===== config.mk =====
export PLATFORM = sky130hd
export DESIGN_NAME = gpx_ports
export DESIGN_NICKNAME = d
export VERILOG_FILES = /design/src/gpx_ports.v
export VERILOG_INCLUDE_DIRS = /design/src
export SDC_FILE = /design/constraint.sdc
export NUM_CORES = 1
export LEC_CHECK = 0
export BUFFER_PORTS_ARGS = -buffer_cell sky130_fd_sc_hd__buf_2
export CORE_ASPECT_RATIO = 1.2
export CORE_MARGIN = 5
export CORE_UTILIZATION = 30
export DETAILED_ROUTE_END_ITERATION = 10
export PLACE_DENSITY = 0.51
export RECOVER_POWER = 100
export SLEW_MARGIN = 20
export SYNTH_ARGS = -nofsm -noshare
export SYNTH_HDL_FRONTEND = slang
export SYNTH_SLANG_ARGS = --single-unit

===== constraint.sdc =====
create_clock -name ref_clk -period 2 [get_ports ref_clk]
set_clock_uncertainty 0.1 [all_clocks]
set_input_delay 0.1 -clock ref_clk [delete_from_list [all_inputs] [get_ports ref_clk]]
set_output_delay 0.1 -clock ref_clk [all_outputs]
set_load 0.1 [all_outputs]

===== src/gpx_regs.vh =====
// register offsets, field positions, reset values and pin masks of the gpio port block
`ifndef GPX_REGS_VH
`define GPX_REGS_VH

`define GPX_NUM_PORTS 6
`define GPX_RST_VAL 8'h00

// port register byte offsets
`define GPX_A_DATA_OFF 8'h00
`define GPX_A_DIR_OFF 8'h01
`define GPX_A_CFG_OFF 8'h02
`define GPX_B_DATA_OFF 8'h03
`define GPX_B_DIR_OFF 8'h04
`define GPX_UNUSED_OFF 8'h05
`define GPX_C_DATA_OFF 8'h06
`define GPX_C_DIR_OFF 8'h07
`define GPX_C_CFG_OFF 8'h08
`define GPX_D_DATA_OFF 8'h09
`define GPX_D_DIR_OFF 8'h0a
`define GPX_D_CFG_OFF 8'h0b
`define GPX_E_DATA_OFF 8'h0c
`define GPX_E_DIR_OFF 8'h0d
`define GPX_E_CFG_OFF 8'h0e
`define GPX_F_DATA_OFF 8'h0f
`define GPX_F_DIR_OFF 8'h10

// sensitivity and clock-out control, plus interrupt status and mask
`define GPX_CTL_OFF 8'h49
`define GPX_IRQ_STAT_OFF 8'h50
`define GPX_IRQ_MASK_OFF 8'h51

// control register fields
`define GPX_SENSE_A_HI 7
`define GPX_SENSE_A_LO 6
`define GPX_CLKOUT_BIT 5
`define GPX_SENSE_D_HI 4
`define GPX_SENSE_D_LO 3

// sensitivity encodings
`define GPX_SENSE_FALL_LOW 2'b00
`define GPX_SENSE_RISE 2'b01
`define GPX_SENSE_FALL 2'b10
`define GPX_SENSE_BOTH 2'b11

// interrupt status bits
`define GPX_IRQ_A_BIT 0
`define GPX_IRQ_C_BIT 1
`define GPX_IRQ_D_BIT 2

// pins whose output drive follows the option bit, and pins fixed push-pull
`define GPX_OPT_MASK_A 8'hff
`define GPX_OPT_MASK_D 8'hff
`define GPX_OPT_MASK_E 8'hff
`define GPX_PP_MASK_B 8'hff
`define GPX_PP_MASK_C 8'hff
`define GPX_PP_MASK_F 8'h0c

// clock-out alternate pin: port f pin 3, flat index 43
`define GPX_CLKOUT_PIN 43
// pull-up capable pin: port e pin 5
`define GPX_PULLUP_BIT 5

`endif

===== src/gpx_ports.v =====
// six 8-bit gpio ports with external interrupt sensing and clock-out
// Overview of operation
// - port b: 0 floating input, 1 push-pull
// - data writes always update the output latch
// - data reads return synchronised pin levels
// - each direction bit: 0 input, 1 output
// - input option 1 enables pin interrupt on ports a, c and d
// - output option 0 open-drain, 1 push-pull on ports a, d and e; port c outputs are always push-pull
// - pins without option use direction alone, except port f pins 0, 1 and 4 to 7, which are open-drain
// - all port registers reset to zero
// - fixed consecutive byte map, one unused hole
// - port a sensitivity field bits 7:6
// - port d sensitivity field bits 4:3
// - sensitivity writable only at mask level three
// - clock-out enable drives clock onto pin
// - port e pin5 pull-up when option selected
// - request latch cleared by vector fetch
// - peripheral alternate function overrides pin setup
//
// Local design decision: the strobed register port.
`include "gpx_regs.vh"
`default_nettype none

module gpx_ports (
  input wire ref_clk,
  input wire rst_n,
  input wire [7:0] bus_addr,
  input wire [7:0] bus_wdata,
  input wire bus_wr,
  input wire bus_rd,
  output reg [7:0] bus_rdata,
  input wire cpu_irq_mask_hi,
  input wire cpu_irq_mask_lo,
  input wire vec_fetch_a,
  input wire vec_fetch_c,
  input wire vec_fetch_d,
  input wire nv_pullup_sel,
  input wire [47:0] alt_sel,
  input wire [47:0] alt_dout,
  input wire [47:0] alt_pushpull,
  input wire [7:0] port_a_in,
  input wire [7:0] port_b_in,
  input wire [7:0] port_c_in,
  input wire [7:0] port_d_in,
  input wire [7:0] port_e_in,
  input wire [7:0] port_f_in,
  output reg [7:0] port_a_out,
  output reg [7:0] port_a_oe,
  output reg [7:0] port_b_out,
  output reg [7:0] port_b_oe,
  output reg [7:0] port_c_out,
  output reg [7:0] port_c_oe,
  output reg [7:0] port_d_out,
  output reg [7:0] port_d_oe,
  output reg [7:0] port_e_out,
  output reg [7:0] port_e_oe,
  output reg [7:0] port_f_out,
  output reg [7:0] port_f_oe,
  output reg gpio_e_pin5_pullup,
  output reg ext_irq_line_a,
  output reg ext_irq_line_c,
  output reg ext_irq_line_d,
  output reg irq
);

  // per-port offsets; ports without an option offset get port e's, which gpx_has_cfg masks out
  function [7:0] gpx_data_off;
    input [2:0] p;
    begin
      case (p)
        3'd0: gpx_data_off = `GPX_A_DATA_OFF;
        3'd1: gpx_data_off = `GPX_B_DATA_OFF;
        3'd2: gpx_data_off = `GPX_C_DATA_OFF;
        3'd3: gpx_data_off = `GPX_D_DATA_OFF;
        3'd4: gpx_data_off = `GPX_E_DATA_OFF;
        default: gpx_data_off = `GPX_F_DATA_OFF;
      endcase
    end
  endfunction

  function [7:0] gpx_dir_off;
    input [2:0] p;
    begin
      case (p)
        3'd0: gpx_dir_off = `GPX_A_DIR_OFF;
        3'd1: gpx_dir_off = `GPX_B_DIR_OFF;
        3'd2: gpx_dir_off = `GPX_C_DIR_OFF;
        3'd3: gpx_dir_off = `GPX_D_DIR_OFF;
        3'd4: gpx_dir_off = `GPX_E_DIR_OFF;
        default: gpx_dir_off = `GPX_F_DIR_OFF;
      endcase
    end
  endfunction

  function gpx_has_cfg;
    input [2:0] p;
    begin
      gpx_has_cfg = (p == 3'd0) || (p == 3'd2) || (p == 3'd3) || (p == 3'd4);
    end
  endfunction

  function [7:0] gpx_cfg_off;
    input [2:0] p;
    begin
      case (p)
        3'd0: gpx_cfg_off = `GPX_A_CFG_OFF;
        3'd2: gpx_cfg_off = `GPX_C_CFG_OFF;
        3'd3: gpx_cfg_off = `GPX_D_CFG_OFF;
        default: gpx_cfg_off = `GPX_E_CFG_OFF;
      endcase
    end
  endfunction

  // push-pull select per pin in output mode
  function [7:0] gpx_pp;
    input [2:0] p;
    input [7:0] cfg;
    begin
      case (p)
        3'd0: gpx_pp = cfg & `GPX_OPT_MASK_A;
        3'd1: gpx_pp = `GPX_PP_MASK_B;
        3'd2: gpx_pp = `GPX_PP_MASK_C;
        3'd3: gpx_pp = cfg & `GPX_OPT_MASK_D;
        3'd4: gpx_pp = cfg & `GPX_OPT_MASK_E;
        default: gpx_pp = `GPX_PP_MASK_F;
      endcase
    end
  endfunction

  // edge hit over enabled pins for the selected sensitivity
  function gpx_hit;
    input [1:0] mode;
    input [7:0] cur;
    input [7:0] prev;
    input [7:0] en;
    begin
      case (mode)
        `GPX_SENSE_RISE: gpx_hit = |(en & ~prev & cur);
        `GPX_SENSE_BOTH: gpx_hit = |(en & (prev ^ cur));
        default: gpx_hit = |(en & prev & ~cur);
      endcase
    end
  endfunction

  function gpx_low;
    input [1:0] mode;
    input [7:0] cur;
    input [7:0] en;
    begin
      gpx_low = (mode == `GPX_SENSE_FALL_LOW) && (|(en & ~cur));
    end
  endfunction

  // one loop index per process so that no variable has two drivers
  integer p;
  integer pd;
  integer pr;
  reg [7:0] data_reg [0:5];
  reg [7:0] dir_reg [0:5];
  reg [7:0] cfg_reg [0:5];
  reg [47:0] sync1_reg;
  reg [47:0] sync2_reg;
  reg [47:0] prev_reg;
  reg [1:0] sense_a_reg;
  reg [1:0] sense_d_reg;
  reg clkout_en_reg;
  reg clk_div_reg;
  reg [2:0] req_latch_reg;
  reg [2:0] irq_stat_reg;
  reg [2:0] irq_mask_reg;
  reg [1:0] pullup_sync_reg;

  wire [47:0] pin_raw = {port_f_in, port_e_in, port_d_in, port_c_in, port_b_in, port_a_in};
  wire wr_ctl = bus_wr && (bus_addr == `GPX_CTL_OFF);
  wire sense_wr_ok = wr_ctl && cpu_irq_mask_hi && cpu_irq_mask_lo;
  wire [1:0] wr_sense_a = bus_wdata[`GPX_SENSE_A_HI:`GPX_SENSE_A_LO];
  wire [1:0] wr_sense_d = bus_wdata[`GPX_SENSE_D_HI:`GPX_SENSE_D_LO];
  // changing a field drops a stale pending request
  wire sense_a_chg = sense_wr_ok && (wr_sense_a != sense_a_reg);
  wire sense_d_chg = sense_wr_ok && (wr_sense_d != sense_d_reg);

  // interrupt-capable pins: input mode with option set
  wire [7:0] en_a = ~dir_reg[0] & cfg_reg[0];
  wire [7:0] en_c = ~dir_reg[2] & cfg_reg[2];
  wire [7:0] en_d = ~dir_reg[3] & cfg_reg[3];

  // port c has no sensitivity field here; it stays in falling-plus-low mode
  wire [2:0] evt;
  assign evt[`GPX_IRQ_A_BIT] = gpx_hit(sense_a_reg, sync2_reg[7:0], prev_reg[7:0], en_a);
  assign evt[`GPX_IRQ_C_BIT] = gpx_hit(`GPX_SENSE_FALL_LOW, sync2_reg[23:16],
    prev_reg[23:16], en_c);
  assign evt[`GPX_IRQ_D_BIT] = gpx_hit(sense_d_reg, sync2_reg[31:24], prev_reg[31:24], en_d);
  wire [2:0] lvl;
  assign lvl[`GPX_IRQ_A_BIT] = gpx_low(sense_a_reg, sync2_reg[7:0], en_a);
  assign lvl[`GPX_IRQ_C_BIT] = gpx_low(`GPX_SENSE_FALL_LOW, sync2_reg[23:16], en_c);
  assign lvl[`GPX_IRQ_D_BIT] = gpx_low(sense_d_reg, sync2_reg[31:24], en_d);

  wire [2:0] latch_clr = {vec_fetch_d | sense_d_chg, vec_fetch_c, vec_fetch_a | sense_a_chg};
  // set wins over the vector-fetch clear so an edge in that cycle is kept
  wire [2:0] req_latch_next = (req_latch_reg & ~latch_clr) | evt;
  wire [2:0] stat_clr = (bus_wr && (bus_addr == `GPX_IRQ_STAT_OFF)) ? bus_wdata[2:0] : 3'b000;
  wire [2:0] irq_stat_next = (irq_stat_reg & ~stat_clr) | evt;
  wire [2:0] irq_mask_next = (bus_wr && (bus_addr == `GPX_IRQ_MASK_OFF)) ?
    bus_wdata[2:0] : irq_mask_reg;

  // pin drive, alternate functions over the port setup, clock-out last so it takes priority on pin 43
  reg [47:0] drv_out_next;
  reg [47:0] drv_oe_next;
  reg [7:0] pp_v;
  always @* begin
    drv_out_next = 48'h0000_0000_0000;
    drv_oe_next = 48'h0000_0000_0000;
    pp_v = 8'h00;
    for (pd = 0; pd < `GPX_NUM_PORTS; pd = pd + 1) begin
      pp_v = gpx_pp(pd[2:0], cfg_reg[pd]);
      drv_oe_next[pd*8 +: 8] = dir_reg[pd] & (pp_v | ~data_reg[pd]);
      drv_out_next[pd*8 +: 8] = data_reg[pd] & pp_v;
    end
    drv_oe_next = (drv_oe_next & ~alt_sel) | (alt_sel & (alt_pushpull | ~alt_dout));
    drv_out_next = (drv_out_next & ~alt_sel) | (alt_sel & alt_dout & alt_pushpull);
    if (clkout_en_reg) begin
      drv_oe_next[`GPX_CLKOUT_PIN] = 1'b1;
      drv_out_next[`GPX_CLKOUT_PIN] = clk_div_reg;
    end
  end

  // pull-up on pin5 only when floating input or open drain
  wire e5_dir = dir_reg[4][`GPX_PULLUP_BIT];
  wire e5_cfg = cfg_reg[4][`GPX_PULLUP_BIT];
  wire pullup_next = pullup_sync_reg[1] && (!e5_dir || !e5_cfg);

  // read mux, unmapped addresses read zero
  reg [7:0] rd_next;
  always @* begin
    rd_next = 8'h00;
    if (bus_addr == `GPX_CTL_OFF) begin
      rd_next = {sense_a_reg, clkout_en_reg, sense_d_reg, 3'b000};
    end else if (bus_addr == `GPX_IRQ_STAT_OFF) begin
      rd_next = {5'b00000, irq_stat_reg};
    end else if (bus_addr == `GPX_IRQ_MASK_OFF) begin
      rd_next = {5'b00000, irq_mask_reg};
    end else begin
      for (pr = 0; pr < `GPX_NUM_PORTS; pr = pr + 1) begin
        if (bus_addr == gpx_data_off(pr[2:0])) begin
          rd_next = sync2_reg[pr*8 +: 8];
        end else if (bus_addr == gpx_dir_off(pr[2:0])) begin
          rd_next = dir_reg[pr];
        end else if (gpx_has_cfg(pr[2:0]) && (bus_addr == gpx_cfg_off(pr[2:0]))) begin
          rd_next = cfg_reg[pr];
        end
      end
    end
  end

  // port registers
  always @(posedge ref_clk or negedge rst_n) begin
    if (!rst_n) begin
      for (p = 0; p < `GPX_NUM_PORTS; p = p + 1) begin
        data_reg[p] <= `GPX_RST_VAL;
        dir_reg[p] <= `GPX_RST_VAL;
        cfg_reg[p] <= `GPX_RST_VAL;
      end
    end else if (bus_wr) begin
      for (p = 0; p < `GPX_NUM_PORTS; p = p + 1) begin
        if (bus_addr == gpx_data_off(p[2:0])) begin
          data_reg[p] <= bus_wdata;
        end else if (bus_addr == gpx_dir_off(p[2:0])) begin
          dir_reg[p] <= bus_wdata;
        end else if (gpx_has_cfg(p[2:0]) && (bus_addr == gpx_cfg_off(p[2:0]))) begin
          cfg_reg[p] <= bus_wdata;
        end
      end
    end
  end

  // synchronisers, control, interrupt state and registered outputs
  always @(posedge ref_clk or negedge rst_n) begin
    if (!rst_n) begin
      sync1_reg <= 48'h0000_0000_0000;
      sync2_reg <= 48'h0000_0000_0000;
      prev_reg <= 48'h0000_0000_0000;
      pullup_sync_reg <= 2'b00;
      sense_a_reg <= `GPX_SENSE_FALL_LOW;
      sense_d_reg <= `GPX_SENSE_FALL_LOW;
      clkout_en_reg <= 1'b0;
      clk_div_reg <= 1'b0;
      req_latch_reg <= 3'b000;
      irq_stat_reg <= 3'b000;
      irq_mask_reg <= 3'b000;
      bus_rdata <= 8'h00;
      {port_f_out, port_e_out, port_d_out, port_c_out, port_b_out, port_a_out} <=
        48'h0000_0000_0000;
      {port_f_oe, port_e_oe, port_d_oe, port_c_oe, port_b_oe, port_a_oe} <=
        48'h0000_0000_0000;
      gpio_e_pin5_pullup <= 1'b0;
      ext_irq_line_a <= 1'b0;
      ext_irq_line_c <= 1'b0;
      ext_irq_line_d <= 1'b0;
      irq <= 1'b0;
    end else begin
      sync1_reg <= pin_raw;
      sync2_reg <= sync1_reg;
      prev_reg <= sync2_reg;
      pullup_sync_reg <= {pullup_sync_reg[0], nv_pullup_sel};
      if (sense_wr_ok) begin
        sense_a_reg <= wr_sense_a;
        sense_d_reg <= wr_sense_d;
      end
      if (wr_ctl) begin
        clkout_en_reg <= bus_wdata[`GPX_CLKOUT_BIT];
      end
      // a flop cannot pass the clock itself, so the pin carries half the rate
      clk_div_reg <= clkout_en_reg ? ~clk_div_reg : 1'b0;
      req_latch_reg <= req_latch_next;
      irq_stat_reg <= irq_stat_next;
      irq_mask_reg <= irq_mask_next;
      bus_rdata <= bus_rd ? rd_next : 8'h00;
      {port_f_out, port_e_out, port_d_out, port_c_out, port_b_out, port_a_out} <= drv_out_next;
      {port_f_oe, port_e_oe, port_d_oe, port_c_oe, port_b_oe, port_a_oe} <= drv_oe_next;
      gpio_e_pin5_pullup <= pullup_next;
      ext_irq_line_a <= req_latch_next[`GPX_IRQ_A_BIT] | lvl[`GPX_IRQ_A_BIT];
      ext_irq_line_c <= req_latch_next[`GPX_IRQ_C_BIT] | lvl[`GPX_IRQ_C_BIT];
      ext_irq_line_d <= req_latch_next[`GPX_IRQ_D_BIT] | lvl[`GPX_IRQ_D_BIT];
      irq <= |(irq_stat_next & irq_mask_next);
    end
  end

endmodule // gpx_ports

`default_nettype wire


=== Yosys cells after proc, flatten, opt, wreduce, memory -nomap -nowiden ===
Cells that the tools add are included.

* Register bits after elaboration: 382
* Bits of input ports: 218

* Equal/unequal tests: 41
* Muxes and demuxes: 119
* Bitwise operators: 75
* Reduce and logical (&&, ||, !) cells: 42

{| class="wikitable"
|+ Operator list
! kind !! number
|-
| $mux 8 || 112
|-
| $eq 8x8->1 || 32
|-
| $and 8x8->8 || 25
|-
| $and 48x48->48 || 4
|-
| $or 48x48->48 || 3
|-
| $not 48->48 || 2
|-
| $not 8->8 || 12
|-
| $reduce_or 8->1 || 10
|-
| $and 44x48->48 || 1
|-
| $eq 8x7->1 const B || 3
|-
| $or 8x8->8 || 3
|-
| $reduce_and 3->1 || 6
|-
| $reduce_and 4->1 || 4
|-
| $xor 8x8->8 || 2
|-
| $reduce_and 2->1 || 6
|-
| $not 1->1 || 11
|-
| $logic_and 1x1->1 || 10
|-
| $and 3x3->3 || 3
|-
| $mux 3 || 2
|-
| $not 3->3 || 2
|-
| $or 3x3->3 || 2
|-
| $or 1x1->1 || 5
|-
| $eq 2x1->1 const B || 2
|-
| $eq 2x2->1 const B || 2
|-
| 7 further kinds || 13
|}

=== Logic depth before layout (Yosys ltp) ===
Gate-level depths: netlist of the first run.

* Depth after elaboration: 36
* Depth in mapped cells: 10
* Mapped depth without buffers: 6

=== Worst setup path before layout of the first run ===
No wires, ideal clock.

* Path kind: input-to-reg
* From: in bus_addr[2]
* To: reg irq
* Library setup time: 0.126 ns
* Data arrival time: 1.740 ns
* Required time: 1.774 ns
* Path slack: 0.034 ns
* Stages: 7
* Buffers on the path: 1
* Cell sequence: buf_6 > or4b_4 > nor3_4 > nand2_2 > mux2_4 > a21boi_0 > a221o_1

{| class="wikitable"
|+ RTL lines
! what !! line !! source
|-
| from (decl) || gpx_ports.v:27 || <nowiki>input wire [7:0] bus_addr,</nowiki>
|-
| $eq 8x7->1 (no source line) || -- ||
|-
| $logic_and 1x1->1 || gpx_ports.v:203 || <nowiki>wire [2:0] irq_mask_next = (bus_wr && (bus_addr == `GPX_IRQ_MASK_OFF)) ?</nowiki>
|-
| $mux 3 || gpx_ports.v:203 ||
|-
| net irq_mask_next[2] || gpx_ports.v:203 ||
|-
| $and 3x3->3 || gpx_ports.v:324 || <nowiki>irq <= |(irq_stat_next & irq_mask_next);</nowiki>
|-
| $reduce_or 3->1 || gpx_ports.v:324 ||
|-
| to (signal assigned) || gpx_ports.v:324 ||
|-
| to (decl) || gpx_ports.v:63 || <nowiki>output reg irq</nowiki>
|}

The timed path passes the listed nets, and every way through them passes these cells.
A chain may end at the register's enable or synchronous reset.

=== Final worst setup path of the first run ===
* From: in bus_addr[2]
* To: reg ext_irq_line_d

* Word-level cells in the longest chain between the ends: 10

{| class="wikitable"
|+ Ends and longest elaborated chain
! what !! line !! source
|-
| $eq 8x7->1 (no source line) || -- ||
|-
| $logic_and 1x1->1 || gpx_ports.v:174 || <nowiki>wire wr_ctl = bus_wr && (bus_addr == `GPX_CTL_OFF);</nowiki>
|-
| $logic_and 1x1->1 (2 in series) || gpx_ports.v:175 || <nowiki>wire sense_wr_ok = wr_ctl && cpu_irq_mask_hi && cpu_irq_mask_lo;</nowiki>
|-
| $logic_and 1x1->1 || gpx_ports.v:180 || <nowiki>wire sense_d_chg = sense_wr_ok && (wr_sense_d != sense_d_reg);</nowiki>
|-
| $or 1x1->1 || gpx_ports.v:198 || <nowiki>wire [2:0] latch_clr = {vec_fetch_d | sense_d_chg, vec_fetch_c, vec_fetch_a | sense_a_chg};</nowiki>
|-
| $not 3->3 || gpx_ports.v:200 || <nowiki>wire [2:0] req_latch_next = (req_latch_reg & ~latch_clr) | evt;</nowiki>
|-
| $and 3x3->3 || gpx_ports.v:200 ||
|-
| $or 3x3->3 || gpx_ports.v:200 ||
|-
| net req_latch_next[2] || gpx_ports.v:200 ||
|-
| $or 1x1->1 || gpx_ports.v:323 || <nowiki>ext_irq_line_d <= req_latch_next[`GPX_IRQ_D_BIT] | lvl[`GPX_IRQ_D_BIT];</nowiki>
|-
| to (signal assigned) || gpx_ports.v:323 ||
|-
| to (decl) || gpx_ports.v:62 || <nowiki>output reg ext_irq_line_d,</nowiki>
|}

The timed path passes the listed nets, and every way through them passes these cells.

==> run metrics, run 1 <==
max-slew violations 0; clk slew on worst S/H paths 60 ps; EDFF count, synth 0; Initial Util 30.2%; Seq cells post-synth 374; Core ar. 50100 um^2; Leak 10.8 nW; area of all sequential standard cells 9360 um^2; final net count 2275; Startpoint Class primary input; dpl hpwl 40700 um; dpl ws -724 ps; r2r startpoint prev_reg[6]$_DFF_PN0_; most used flip-flop cell after synthesis dfrtp_1; DRC 0; CP Class primary input to register; first-pass GRT wire length 85700 um; synthesis-to-layout area growth 50.5%; Worst slew margin 52.9%; H-tree levels 2; GP Congestion 0.895; run status finished with violations; crit path DAT 2470 ps; die area 55100 um^2; proportion of layout cells with a drive suffix above 1 32.0%; GRT Util Overall 20.1%; drt pass-1 iters 5; Die Ht 256 um; # Max-Cap Violations 0; DR iter-0 viols 683; Post-Synthesis Cells 1287; Max VDD drop 636 uV; hold crit path type primary input to register; io pins 327; Req. time, crit path 2340 ps; number of clock sinks 374; CTS tree built; drt wl/cell 20.7 um; register area share after synthesis 61.8%; Yosys cell types 72; num rows 90; DR vias 13222; Worst Min Path Start bus_wdata[6]; Final Hold Viols 0; ant diodes 0; post-route ant nets 0; worst hold slack 32.2 ps; PD cells 853 nW/um^2; TritonCTS Buffers 40; Mapped Nets 1505; RSZ-0062 raised after global routing true; CP Capture Type register; filler cell count 4655; Ys Warns 0; Max Fclk 470 MHz; crit path launch bus_addr[2]; I/O Buffers 326; Setup Viol. Count Final 4; Mapped Area 15100 um^2; Max Buffers Root-to-Sink 3; Final period util 106%; total grt overflow 0; multi-input logic area 5360 um^2; vias in the first global route 14128; routed vias/inst 4.85; largest net degree at the start of global routing 57; Crit Path Max Fanout 16; ys async rst share 100%; final worst slack -129 ps; post-synthesis area per instance 11.8 um^2; Worst Max-Slew Pin Slew 701 ps; antenna violations before repair 1; post-route insts no fill 2728; Die W 215 um; Worst-Skew Late Latency 560 ps; WL final 56500 um; failing checks negative setup slack; post-route minimum period 2130 ps; Placed Cells 2396; clk root buf clkbuf_16
cell usage after synthesis (10+ instances only):
cell type  instances  area [um^2]
a31oi_1           50          313
nor3_1            11         55.1
dfrtp_1          374         9360
nor2_1            47          176
nand2b_1          34          213
mux2i_1           10          100
nand2_1           86          323
clkbuf_1          32          120
nor3b_1           21          158
inv_1             86          323
nand3_1           58          290
o21ai_0          102          510
mux2_2           120         1350
nor4bb_1          22          220
buf_2             10         50.1
a22oi_1           14          105
a21oi_1           59          295
nor4_1            10         62.6
per-layer routing:
metal / global-route usage, % / share of wire, %
met4: 6.37 / 3.0
met5: 0 / 0.012
met3: 3.41 / 4.5
met1: 24.6 / 40
met2: 36.2 / 52
cell families after synthesis:
| group | synth area share (%) |
|---|---|
| flip-flops | 61.8 |
| AO/OA/AOI/OAI | 11.9 |
| buffers and inverters | 3.60 |
| multiplexers | 9.68 |
| AND/OR/NAND/NOR | 12.8 |
| XOR/XNOR | 0.231 |
worst max-delay path, stage by stage:
cell and delay [ps]:
clkbuf_2 290, or4b_4 640, nor4_4 410, nand4_4 210
a21oi_1 410, o21ai_1 150, or2_1 240
per-stage QoR:
stage	power (mW)	utilization (%)	instance area [um^2]	setup TNS (ps)
2_1_floorplan	9.89	-	15100	0
3_3_place_gp	11.1	38.0	19000	-13210
3_5_place_dp	11.1	38.0	19000	-14930
4_1_cts	19.8	46.2	23100	-111
5_1_grt	20.2	45.5	22800	-2670
6_report	19.4	45.5	22800	-260
where the power goes:
group          switching (mW)  leakage (nW)  total, mW  internal, mW
registers               0.251          4.65       8.24          7.99
logic                    2.06          5.46       3.14          1.08
clock network            3.08         0.695       8.07          4.99
placed cells by master, fill, tap and decap left out, drive strengths merged, types with 5 or more instances in the layout:
cell	count
nor3b	21
bufinv	7
mux2i	10
nor4	12
a21oi	59
nand3	58
o22ai	5
nand4	7
nand2	87
a2111oi	6
buf	331
o2111ai	5
dfrtp	374
mux2	121
o211ai	5
nand2b	34
nor3	14
a31oi	50
nor4bb	22
and3	7
nor2	48
nor2b	5
or2	6
o21ai	104
a211oi	7
clkbuf	249
inv	86
dlygate4sd3	257
clkinv	5
a22oi	14
cell type report:
class	count	share of cell area [%]
flip-flops and latches	374	41.1
repair buffers	780	24.2
multi-input cells	774	23.5
clock buffers	57	5.17
well taps	644	3.54
inverters	87	1.43
clock inverters	12	1.09
final timing paths:
path | slack (ps) | cells past startpoint | to
max | -130 | 7 | ext_irq_line_d$_DFF_PN0_
min | 30 | 4 | data_reg[30]$_DFFE_PN0P_
max reg2reg | -60 | 7 | irq$_DFF_PN0_
min reg2reg | 250 | 0 | sync2_reg[41]$_DFF_PN0_
max in group asynchronous | 190 | 4 | port_d_oe[5]$_DFF_PN0_
min in group asynchronous | 570 | 3 | prev_reg[24]$_DFF_PN0_
what timing repair did:
action	4_1_cts	5_1_grt
hold buffers	258	0
gates cloned	0	0
hold endpoints to repair	558	0
buffers inserted	2	3
pin swaps	7	15
setup endpoints to repair	6	11
gates resized for setup	14	22
Power figures use the tool's default switching activity.
==> run 2, diff against run 1 <==
--- a/config.mk
+++ b/config.mk
@@ -8,7 +8,6 @@
 export LEC_CHECK = 0
 export BUFFER_PORTS_ARGS = -buffer_cell sky130_fd_sc_hd__buf_2
 export CORE_ASPECT_RATIO = 1.2
-export CORE_MARGIN = 5
 export CORE_UTILIZATION = 30
 export DETAILED_ROUTE_END_ITERATION = 10
 export PLACE_DENSITY = 0.51
==> run metrics, run 2 (synthesized netlist as in run 1, its figures left out) <==
drt wl/cell 20.0 um; Gate power share 16.4%; Placed Cells 2399; Hold Path End clkout_en_reg$_DFFE_PN0P_; crit path launch cfg_reg[16]$_DFFE_PN0P_; die area 51400 um^2; Max VDD drop 959 uV; CTS tree built; Die Ht 248 um; worst hold path cell count 4; Reg power frac 42.1%; Final period util 100%; Initial Util 30.6%; Int Power 14.1 mW; Worst Min Path Start bus_wr; H-tree levels 2; clk slew on worst S/H paths 70 ps; final worst slack -6.53 ps; DRC 0; io pins 327; Crit Path Max Fanout 4; run status finished with violations; r2r endpoint irq$_DFF_PN0_; most frequent cells in the layout dfrtp_1 (373), buf_2 (321), dlygate4sd3_1 (261), buf_4 (187), mux2_2 (119); Req. time, crit path 2360 ps; max-slew violations 0; r2r startpoint cfg_reg[16]$_DFFE_PN0P_; dpl hpwl 40300 um; reg2reg path depth 7; Setup Viol. Count Final 1; DR vias 13237; Reg2Reg Setup Slack -7 ps; PD cells 839 nW/um^2; number of clock sinks 374; GRT Util Overall 21.3%; crit path DAT 2360 ps; Clk pwr share 41.5%; synthesis-to-layout area growth 53.8%; Final Hold Viols 0; switching part of the total 27.9%; antenna violations before repair 3; failing checks negative setup slack; largest net degree at the start of global routing 58; post-route ant nets 0; first-pass GRT wire length 82100 um; most common cell after layout, fill and taps aside dfrtp_1; worst hold slack 46.4 ps; total grt overflow 0; RSZ-0062 raised after global routing true; Die W 207 um; I/O Buffers 326; Worst-Skew Late Latency 570 ps; Power, Total 19.5 mW; DR iter-0 viols 746; Core ar. 49600 um^2; Sw Pwr 5.44 mW; vias in the first global route 13847; post-route minimum period 2010 ps; proportion of layout cells with a drive suffix above 1 35.3%; Max Buffers Root-to-Sink 3; WL final 54900 um; Worst slew margin 58.6%; final net count 2291; filler cell count 4528; post-route insts no fill 2742; GP Congestion 0.909; hold crit path type primary input to register; CP Capture Type register; Startpoint Class register; clk root buf clkbuf_16; drt pass-1 iters 4; routed vias/inst 4.83; TritonCTS Buffers 41; CP Class register to register; Leak 11.2 nW; # Max-Cap Violations 0; Worst Max-Slew Pin Slew 621 ps; num rows 89; Max Fclk 498 MHz
## run 2: power by group through the flow
stage               clock [mW]  combinational [mW]  sequential [mW]
floorplan                    0               0.592             9.30
global placement             0                2.74             8.36
detailed placement           0                2.76             8.37
CTS                       8.29                3.18             8.23
global route              8.64                3.40             8.27
finish                    8.10                3.20             8.23
## run 2: repair_timing
action / 4_1_cts / 5_1_grt
setup endpoints to repair: 6 / 9
hold buffers: 261 / 0
setup buffers: 0 / 7
hold endpoints to repair: 568 / 0
pin swaps: 7 / 18
resized for setup: 12 / 23
## run 2: critical path, stage by stage (launching register included)
cell and delay (ps):
dfrtp_1 410, nor4bb_4 170, a2111oi_2 370, a32oi_1 160, a21oi_1 190, buf_4 200, a21boi_2 60, a221o_1 250
## run 2: stage by stage
step	setup slack (ps)	area, um^2	setup TNS, ps	utilization [%]
after floorplan	34.3	15100	0	-
after global placement	-356	19000	-6350	38.4
after detailed placement	-361	19000	-7940	38.4
after CTS	4.51	23200	0	46.7
after global routing	-109	23300	-224	47.0
final	-6.53	23300	-6.53	47.0
## run 2: area by class of cell
type | count | area (um^2) | area share [%]
Sequential cell | 374 | 9360 | 40.2
Timing Repair Buffer | 795 | 5970 | 25.6
Multi-Input combinational cell | 774 | 5390 | 23.1
Clock buffer | 58 | 1190 | 5.12
Tap cell | 637 | 797 | 3.42
Inverter | 87 | 327 | 1.40
Clock inverter | 16 | 259 | 1.11
Antenna cell | 1 | 2.50 | 0.0107
## run 2: routing by layer
layer	vias to the layer above	GRT usage, %	share of wire (%)
li1	6193	-	-
met1	6620	25.7	41
met2	341	39.4	53
met3	81	3.04	3.7
met4	2	6.17	2.5
met5	-	0	0.024
## run 2: how the worst max path moves through the flow
stage / end
final: irq$_DFF_PN0_
after global routing: irq$_DFF_PN0_
after CTS: ext_irq_line_a$_DFF_PN0_
after detailed placement: bus_rdata[2]$_DFF_PN0_
after global placement: ext_irq_line_d$_DFF_PN0_
after floorplan: irq$_DFF_PN0_
